==> src/design/lpmr_defines.svh <==
// Constants of the pin mode and reset block: register indices, reset
// values, selector codes and the blink timing base.
// Assumes inclusion by bare name from the package and the design modules.
`ifndef LPMR_DEFINES_SVH
`define LPMR_DEFINES_SVH

// Register pointer indices.
`define LPMR_IDX_LEVEL_LO 4'h0
`define LPMR_IDX_LEVEL_HI 4'h1
`define LPMR_IDX_PSC_A 4'h2
`define LPMR_IDX_DUTY_A 4'h3
`define LPMR_IDX_PSC_B 4'h4
`define LPMR_IDX_DUTY_B 4'h5
`define LPMR_IDX_SEL0 4'h6
`define LPMR_IDX_LAST 4'h9
`define LPMR_PTR_WRAP 4'h0

// Command byte layout.
`define LPMR_CMD_AI_BIT 4
`define LPMR_CMD_PTR_MSB 3

// Reset values.
`define LPMR_PSC_RESET 8'hff
`define LPMR_DUTY_RESET 8'h80
`define LPMR_SEL_RESET 8'h55
`define LPMR_BYTE_ZERO 8'h00

// Selector codes.
`define LPMR_SEL_LOW 2'h0
`define LPMR_SEL_RELEASE 2'h1
`define LPMR_SEL_WAVE_A 2'h2
`define LPMR_SEL_WAVE_B 2'h3

// Blink timing: 256 counter steps make one period of (psc+1)/44 s.
`define LPMR_CLK_HZ 250000000
`define LPMR_BLINK_BASE_HZ 44
`define LPMR_STEPS_PER_PERIOD 256
`define LPMR_TICK_DIV \
    (`LPMR_CLK_HZ / (`LPMR_BLINK_BASE_HZ * `LPMR_STEPS_PER_PERIOD))

`endif

==> src/design/lpmr_pkg.sv <==
// Types shared by the pin mode and reset block.
// Assumes the defines header sits beside it.
`default_nettype none
`include "lpmr_defines.svh"

package lpmr_pkg;
    typedef logic [7:0] lpmr_byte_t;
    typedef logic [3:0] lpmr_ptr_t;
    typedef logic [1:0] lpmr_sel_t;
endpackage : lpmr_pkg

`default_nettype wire

==> src/design/lpmr_blink_if.sv <==
// Link between the register file and one blink waveform generator.
// Assumes both ends run on the same clock.
`default_nettype none

interface lpmr_blink_if;
    import lpmr_pkg::*;
    lpmr_byte_t psc;
    lpmr_byte_t duty;
    logic restart;
    logic wave_low;
    modport cfg (output psc, output duty, output restart, input wave_low);
    modport gen (input psc, input duty, input restart, output wave_low);
endinterface : lpmr_blink_if

`default_nettype wire

==> src/design/lpmr_blink.sv <==
// One blink waveform generator: a base tick divider, a prescaler and an
// 8-bit step counter compared against the duty setting.
// Assumes run is the synchronised internal reset release.
`default_nettype none
`include "lpmr_defines.svh"

module lpmr_blink
    import lpmr_pkg::*;
#(
    parameter int TICK_DIV = `LPMR_TICK_DIV
) (
    // Clock and internal reset.
    input wire logic mclk,
    input wire logic run,
    // Settings in, waveform out.
    lpmr_blink_if.gen bi
);
    localparam int TW = (TICK_DIV > 1) ? $clog2(TICK_DIV) : 1;
    localparam logic [TW-1:0] TICK_LAST = TW'(TICK_DIV - 1);

    logic [TW-1:0] tick_cnt;
    lpmr_byte_t pre_cnt;
    lpmr_byte_t step;

    wire tick_end = (tick_cnt == TICK_LAST);
    wire pre_end = (pre_cnt == bi.psc);

    // Base tick and prescaler; a duty write restarts the period at zero.
    always_ff @(posedge mclk) begin
        if (!run || bi.restart) begin
            tick_cnt <= '0;
            pre_cnt <= `LPMR_BYTE_ZERO;
            step <= `LPMR_BYTE_ZERO;
        end else if (tick_end) begin
            tick_cnt <= '0;
            pre_cnt <= pre_end ? `LPMR_BYTE_ZERO : pre_cnt + 8'h01;
            if (pre_end) begin
                step <= step + 8'h01;
            end
        end else begin
            tick_cnt <= tick_cnt + TW'(1);
        end
    end

    // Pin is pulled low while the step count is below the duty value.
    always_ff @(posedge mclk) begin
        if (!run) begin
            bi.wave_low <= 1'b0;
        end else begin
            bi.wave_low <= (step < bi.duty);
        end
    end
endmodule : lpmr_blink

`default_nettype wire

==> src/design/lpmr_top.sv <==
// Pin mode and reset block of a 16-pin open-drain LED and GPIO expander:
// register file reached through a byte port, pin selectors, pin level
// capture and reset handling.
// Assumes the serial-bus slave in front of it delivers whole command and
// data bytes on mclk, and that the pins have external pull-ups.
//
// Functional notes
// - Unused LED pins serve as GPIO.
// - Code 01 releases the pin.
// - Code 00 drives the pin low.
// - Codes 10 and 11 follow waves a, b.
// - External reset low restores all defaults.
// - Defaults held while external reset low.
// - Power-on reset holds defaults until release.
// - Four selector registers, pin 0 lowest.
// - Step counter below duty gives low.
// - Level registers show pins, ignore writes.
// - Auto-increment pointer wraps after last register.
`default_nettype none
`include "lpmr_defines.svh"

module lpmr_top
    import lpmr_pkg::*;
#(
    parameter int PINS = 16,
    parameter int TICK_DIV = `LPMR_TICK_DIV
) (
    // Clock, external reset and power-on reset indication.
    input wire logic mclk,
    input wire logic rstn,
    input wire logic por_n,
    // Byte port from the serial-bus slave.
    input wire logic cmd_valid,
    input wire logic [7:0] cmd_byte,
    input wire logic wr_valid,
    input wire logic [7:0] wr_data,
    input wire logic rd_req,
    output logic [7:0] rd_data,
    output logic rd_valid,
    // Status.
    output logic [3:0] reg_ptr,
    output logic auto_increment_flag,
    output logic in_reset,
    // Open-drain driver pins.
    input wire logic [PINS-1:0] driver_pins_in,
    output logic [PINS-1:0] driver_pins_out,
    output logic [PINS-1:0] driver_pins_oe
);
    localparam int NSEL = PINS / 4;

    // Pointer step with wrap after the last register.
    function automatic lpmr_ptr_t ptr_step(input lpmr_ptr_t p);
        ptr_step = (p >= `LPMR_IDX_LAST) ? `LPMR_PTR_WRAP : p + 4'h1;
    endfunction : ptr_step

    // Two-stage reset release; either reset clears run on the next edge, and defaults load one edge later.
    logic rst_meta;
    logic run;
    always_ff @(posedge mclk) begin
        if (!rstn || !por_n) begin
            rst_meta <= 1'b0;
            run <= 1'b0;
        end else begin
            rst_meta <= 1'b1;
            run <= rst_meta;
        end
    end
    assign in_reset = !run;

    // Pin input synchroniser; only the second stage is used downstream.
    logic [PINS-1:0] pin_meta;
    logic [PINS-1:0] pin_sync;
    always_ff @(posedge mclk) begin
        pin_meta <= driver_pins_in;
        pin_sync <= pin_meta;
    end

    // Settings registers.
    lpmr_byte_t psc_a;
    lpmr_byte_t psc_b;
    lpmr_byte_t duty_a;
    lpmr_byte_t duty_b;
    lpmr_byte_t pin_selector_reg [NSEL];
    lpmr_ptr_t ptr;
    logic ai;

    // Write decode as named wires.
    wire wr_psc_a = wr_valid && (ptr == `LPMR_IDX_PSC_A);
    wire wr_duty_a = wr_valid && (ptr == `LPMR_IDX_DUTY_A);
    wire wr_psc_b = wr_valid && (ptr == `LPMR_IDX_PSC_B);
    wire wr_duty_b = wr_valid && (ptr == `LPMR_IDX_DUTY_B);
    wire ptr_in_sel = (ptr >= `LPMR_IDX_SEL0) && (ptr <= `LPMR_IDX_LAST);
    wire [3:0] sel_idx = ptr - `LPMR_IDX_SEL0;
    wire advance = ai && (wr_valid || rd_req);

    // Command byte loads the pointer; data bytes advance it when enabled.
    always_ff @(posedge mclk) begin
        if (!run) begin
            ptr <= `LPMR_PTR_WRAP;
            ai <= 1'b0;
        end else if (cmd_valid) begin
            ptr <= cmd_byte[`LPMR_CMD_PTR_MSB:0];
            ai <= cmd_byte[`LPMR_CMD_AI_BIT];
        end else if (advance) begin
            ptr <= ptr_step(ptr);
        end
    end
    assign reg_ptr = ptr;
    assign auto_increment_flag = ai;

    // Blink settings; writes to the level registers fall through unused.
    always_ff @(posedge mclk) begin
        if (!run) begin
            psc_a <= `LPMR_PSC_RESET;
            psc_b <= `LPMR_PSC_RESET;
            duty_a <= `LPMR_DUTY_RESET;
            duty_b <= `LPMR_DUTY_RESET;
        end else begin
            if (wr_psc_a) psc_a <= wr_data;
            if (wr_duty_a) duty_a <= wr_data;
            if (wr_psc_b) psc_b <= wr_data;
            if (wr_duty_b) duty_b <= wr_data;
        end
    end

    // Selector registers, four pins each, lowest pin in bits 1:0.
    for (genvar s = 0; s < NSEL; s++) begin : g_sel
        always_ff @(posedge mclk) begin
            if (!run) begin
                pin_selector_reg[s] <= `LPMR_SEL_RESET;
            end else if (wr_valid && ptr_in_sel && sel_idx == 4'(s)) begin
                pin_selector_reg[s] <= wr_data;
            end
        end
    end

    // Two blink generators; a duty write restarts its period.
    lpmr_blink_if wave_a ();
    lpmr_blink_if wave_b ();
    assign wave_a.psc = psc_a;
    assign wave_a.duty = duty_a;
    assign wave_a.restart = wr_duty_a;
    assign wave_b.psc = psc_b;
    assign wave_b.duty = duty_b;
    assign wave_b.restart = wr_duty_b;

    lpmr_blink #(.TICK_DIV(TICK_DIV)) u_blink_a (
        .mclk(mclk),
        .run(run),
        .bi(wave_a.gen)
    );
    lpmr_blink #(.TICK_DIV(TICK_DIV)) u_blink_b (
        .mclk(mclk),
        .run(run),
        .bi(wave_b.gen)
    );

    // Per-pin drive decision; the pin is never driven high.
    logic [PINS-1:0] next_oe;
    for (genvar p = 0; p < PINS; p++) begin : g_pin
        wire [1:0] code = pin_selector_reg[p / 4][2 * (p % 4) +: 2];
        assign next_oe[p] =
            (code == `LPMR_SEL_LOW) ? 1'b1 :
            (code == `LPMR_SEL_RELEASE) ? 1'b0 :
            (code == `LPMR_SEL_WAVE_A) ? wave_a.wave_low :
            wave_b.wave_low;
    end

    // Registered enables keep the pins glitch-free; defaults release all.
    always_ff @(posedge mclk) begin
        if (!run) begin
            driver_pins_oe <= '0;
        end else begin
            driver_pins_oe <= next_oe;
        end
    end
    assign driver_pins_out = '0;

    // Read mux; the level registers always show the synchronised pins.
    lpmr_byte_t next_rd;
    always_comb begin
        next_rd = `LPMR_BYTE_ZERO;
        if (ptr == `LPMR_IDX_LEVEL_LO) next_rd = pin_sync[7:0];
        if (ptr == `LPMR_IDX_LEVEL_HI) next_rd = pin_sync[15:8];
        if (ptr == `LPMR_IDX_PSC_A) next_rd = psc_a;
        if (ptr == `LPMR_IDX_DUTY_A) next_rd = duty_a;
        if (ptr == `LPMR_IDX_PSC_B) next_rd = psc_b;
        if (ptr == `LPMR_IDX_DUTY_B) next_rd = duty_b;
        if (ptr_in_sel) next_rd = pin_selector_reg[sel_idx[1:0]];
    end

    // Read answer one cycle after the request.
    always_ff @(posedge mclk) begin
        if (!run) begin
            rd_data <= `LPMR_BYTE_ZERO;
            rd_valid <= 1'b0;
        end else begin
            rd_valid <= rd_req;
            if (rd_req) rd_data <= next_rd;
        end
    end
endmodule : lpmr_top

`default_nettype wire

==> config.mk <==
export PLATFORM = sky130hd
export DESIGN_NAME = lpmr_top
export DESIGN_NICKNAME = d
export VERILOG_FILES = /design/src/design/lpmr_pkg.sv /design/src/design/lpmr_blink_if.sv /design/src/design/lpmr_blink.sv /design/src/design/lpmr_top.sv
export VERILOG_INCLUDE_DIRS = /design/src /design/src/design
export SDC_FILE = /design/constraint.sdc
export NUM_CORES = 1
export LEC_CHECK = 0
export CORE_ASPECT_RATIO = 0.7
export CORE_MARGIN = 10
export CORE_UTILIZATION = 45
export CTS_CLUSTER_SIZE = 25
export DETAILED_ROUTE_END_ITERATION = 10
export DONT_BUFFER_PORTS = 1
export HOLD_SLACK_MARGIN = 0.12
export MAX_ROUTING_LAYER = met4
export PLACE_DENSITY = 0.72
export SLEW_MARGIN = 20
export SYNTH_ARGS = -nofsm -noshare
export SYNTH_HDL_FRONTEND = slang
export SYNTH_SLANG_ARGS = --single-unit
==> constraint.sdc <==
create_clock -name mclk -period 4.89 [get_ports mclk]
set_clock_uncertainty 0.2 [all_clocks]
set_input_delay 0.489 -clock mclk [delete_from_list [all_inputs] [get_ports mclk]]
set_output_delay 0.489 -clock mclk [all_outputs]
set_load 0.01 [all_outputs]
==> load_flow_metrics.sql <==
INSERT INTO impl_metrics (metric_group, metric, value, unit) VALUES
('setup_path', 'destination_of_the_critical_timing_path', 'pin_selector_reg[3][4]$_SDFFCE_PN1P_', ''),
('setup_path', 'worstSetupEndpointType', 'flip-flop', ''),
('die', 'floorplan.initialDensity', '46.11', '%'),
('sta', 'total_setup_violations_reported_at_the_end_of_the_flow', '0', ''),
('finish', 'num-fill-cells', '1596', ''),
('route', 'count_of_vias_placed_by_the_detailed_router', '6453', ''),
('logic_synthesis', 'ys_ff_latch', '192', ''),
('logic_synthesis', 'post-synth-top-count-cell', 'sky130_fd_sc_hd__dfxtp_1', ''),
('setup_path', 'worst_r2r_startpoint', 'reg_ptr[0]$_SDFFE_PN0P_', ''),
('setup_path', 'critical_path_slowest_stage_cell', 'sky130_fd_sc_hd__dfxtp_1', ''),
('logic_synthesis', 'synth-warning-count', '0', ''),
('power_and_ir_drop', 'power.leakage', '3.298', 'nW'),
('setup_path', 'cp_data_arrival_time', '3.82', 'ns'),
('setup_path', 'timing.reg2reg.worst_path_depth', '6', ''),
('route', 'drt_iter0_drc', '723', ''),
('finish', 'largest_reg_flops', '32', ''),
('setup_path', 'timing.critical_path.slowest_cell_delay', '0.92', 'ns'),
('job', 'max_cap_viol_count', '0', ''),
('finish', 'layout.cells.non_filler', '1147', ''),
('die', 'dieArea', '0.02449', 'mm²'),
('global_route', 'global_route.overflow_total', '0', ''),
('setup_path', 'criticalPathCategory', 'flip-flop to flip-flop', ''),
('run_status', 'outcome', 'complete, no violations', ''),
('global_route', 'antenna_violations_before_repair', '0', ''),
('die', 'dieWidth', '182.8', 'µm'),
('sta', 'actual_transition_at_the_worst_max_transition_pin', '0.9188', 'ns'),
('die', 'placementRows', '41', ''),
('setup_path', 'crit_buf_inv', '0', ''),
('die', 'core_ar', '0.01811', 'mm²'),
('logic_synthesis', 'yosysSeqAreaShare', '49.87', '%'),
('die', 'fp.dieH', '134.0', 'µm'),
('global_route', 'grt_first_pass_wirelength', '32.61', 'mm'),
('finish', 'syn2layout_area_growth', '12.84', '%'),
('logic_synthesis', 'yosys.area.top_type', 'sky130_fd_sc_hd__dfxtp_1', ''),
('placed_design', 'dp_hpwl', '14.19', 'mm'),
('logic_synthesis', 'synth_enable_flop_cells', '32', ''),
('die', 'io_pins', '85', ''),
('setup_path', 'critical-path-top-delay-family', 'simple AND/OR/NAND/NOR gates', ''),
('route', 'routed_via_density', '5.626', ''),
('clock_tree', 'cts.htree.levels', '4', ''),
('setup_path', 'r2r_setup_slk', '0.97', 'ns'),
('power_and_ir_drop', 'ir_worst_vdd', '0.0002655', 'V'),
('setup_path', 'critPathLaunchType', 'flip-flop', ''),
('route', 'drtAntennaViolNets', '0', ''),
('setup_path', 'critical_path_cell_count', '6', ''),
('sta', 'fin_crit', '3.920', 'ns'),
('clock_tree', 'cts_num_sinks', '192', ''),
('clock_tree', 'cts_made_buffers', '17', ''),
('route', 'postRouteWirelength', '20.41', 'mm'),
('logic_synthesis', 'synth.avg_cell_area', '9.511', 'µm²'),
('placed_design', 'gpl.final_weighted_congestion', '0.9465', ''),
('sta', 'max_freq', '0.2551', 'GHz'),
('logic_synthesis', 'async_s_r_ff_share_synth', '0', '%'),
('finish', 'share_of_cells_above_drive_strength_1', '5.818', '%'),
('sta', 'maxSlewViolCount', '0', ''),
('setup_path', 'timing.critical_path.cells', 'ha_1 -> o21bai_1 -> mux2_2 -> nor4b_2 -> nand2_1 -> nand2_1', ''),
('clock_tree', 'cts.clk_slew.worst_paths', '0.07', 'ns'),
('clock_tree', 'clk_path_buf_depth', '2', ''),
('worst_hold_path', 'timing.hold.worst.class', 'flip-flop to flip-flop', ''),
('finish', 'nets_finish', '964', ''),
('sta', 'timing.slew.headroom', '38.61', '%'),
('sta', 'fin_tns_setup', '0', 'ns'),
('route', 'drtPass1Iterations', '5', ''),
('sta', 'timing.final.hold_violations', '0', ''),
('logic_synthesis', 'syn-cell-area', '0.008351', 'mm²'),
('clock_tree', 'cts_tree', 'yes', ''),
('clock_tree', 'insertion_delay', '0.44', 'ns'),
('setup_path', 'worst_setup_path_startpoint', 'reg_ptr[0]$_SDFFE_PN0P_', ''),
('setup_path', 'critical_path.reg2reg.endpoint', 'pin_selector_reg[3][4]$_SDFFCE_PN1P_', ''),
('placed_design', 'place_inst', '1080', ''),
('logic_synthesis', 'post_synth_most_frequent_cells', '160 x sky130_fd_sc_hd__dfxtp_1, 103 x sky130_fd_sc_hd__nand2_1, 88 x sky130_fd_sc_hd__nor2_1', '');
kinds of logic (layout without fill, tap and decap cells):
family                   Yosys count  count (layout)  share of synthesized area [%]
AO/OA/AOI/OAI                    155             155                          11.45
multiplexers                      12              12                          2.652
flip-flops                       192             192                          49.87
adder cells (fa/ha/maj)           28              28                          4.195
other                              1              16                        0.04491
XOR/XNOR                          61              61                          6.398
buffers and inverters             77              95                          4.225
AND/OR/NAND/NOR                  352             352                          21.17
final cells by class:
type	instances	area [µm²]	share of cell area, %
multi-input combinational	624	3890	41.28
timing repair buffer	37	365.4	3.877
inverter	26	97.59	1.036
sequential	192	4164	44.19
tap	236	295.3	3.134
clock buffer	17	425.4	4.515
clock inverter	15	185.2	1.965
cells in the final DEF, fill, tap and decap left out, types with 5 or more instances in the layout:
cell and instances:
sky130_fd_sc_hd__nand2_1 103, sky130_fd_sc_hd__nor4_1 5, sky130_fd_sc_hd__dlygate4sd3_1 35, sky130_fd_sc_hd__and3_1 11, sky130_fd_sc_hd__mux4_2 8, sky130_fd_sc_hd__a31oi_1 17
sky130_fd_sc_hd__conb_1 16, sky130_fd_sc_hd__nand3_1 39, sky130_fd_sc_hd__ha_1 28, sky130_fd_sc_hd__a21oi_1 54, sky130_fd_sc_hd__and2_1 25, sky130_fd_sc_hd__and4_1 7
sky130_fd_sc_hd__clkbuf_16 17, sky130_fd_sc_hd__inv_1 26, sky130_fd_sc_hd__a22oi_1 11, sky130_fd_sc_hd__a211oi_1 18, sky130_fd_sc_hd__nor2_1 88, sky130_fd_sc_hd__edfxtp_1 32
sky130_fd_sc_hd__nand4_1 23, sky130_fd_sc_hd__dfxtp_1 160, sky130_fd_sc_hd__xor2_1 34, sky130_fd_sc_hd__a221oi_1 7, sky130_fd_sc_hd__nand2b_1 18, sky130_fd_sc_hd__xnor2_1 27
sky130_fd_sc_hd__or4_1 6, sky130_fd_sc_hd__inv_6 5, sky130_fd_sc_hd__o21ai_0 26
worst min path at each step:
stage | from | endpoint | slack (ns) | cells past startpoint
2_1_floorplan | pin_meta[0]$_DFF_P_ | pin_sync[0]$_DFF_P_ | 0.11 | 0
3_3_place_gp | pin_meta[8]$_DFF_P_ | pin_sync[8]$_DFF_P_ | 0.11 | 0
3_5_place_dp | pin_meta[15]$_DFF_P_ | pin_sync[15]$_DFF_P_ | 0.11 | 0
4_1_cts | rd_req | rd_data[1]$_SDFFE_PN0P_ | 0.13 | 2
5_1_grt | pin_meta[10]$_DFF_P_ | pin_sync[10]$_DFF_P_ | 0.14 | 0
6_report | pin_meta[6]$_DFF_P_ | pin_sync[6]$_DFF_P_ | 0.13 | 0
stage by stage:
stage / setup WS, ns / power (W) / cell area, µm² / hold WS, ns / utilization (%)
after CTS: 0.9709 / 0.003175 / 9423 / 0.1277 / 52.03
after global routing: 0.7119 / 0.003250 / 9423 / 0.1405 / 52.03
after floorplan: 2.160 / 0.001722 / 8407 / 0.1096 / -
after global placement: 1.213 / 0.001727 / 8462 / 0.1127 / 46.73
final: 0.9704 / 0.003152 / 9423 / 0.1298 / 52.03
after detailed placement: 1.097 / 0.001729 / 8462 / 0.1128 / 46.73
power breakdown:
part           internal (W)  switching, W  leakage [nW]
combinational     0.0000368     0.0000603          1.38
clock              0.000741      0.000679         0.300
sequential          0.00162     0.0000133          1.62
what timing repair did:
| action | in CTS | in global routing |
|---|---|---|
| gates resized for setup | 0 | 0 |
| endpoints found under the hold margin | 96 | 0 |
| hold buffers | 35 | 0 |
layer usage:
metal | vias to the layer above | GRT usage, % | wire [µm] | share of wire, %
met5 | - | - | 0 | 0
met4 | 0 | 5.096 | 330 | 1.6
met3 | 30 | 4.945 | 2372 | 12
met2 | 297 | 22.97 | 8397 | 41
met1 | 3015 | 23.97 | 9309 | 46
li1 | 3111 | - | - | -
(Power assumes the default switching activity.)
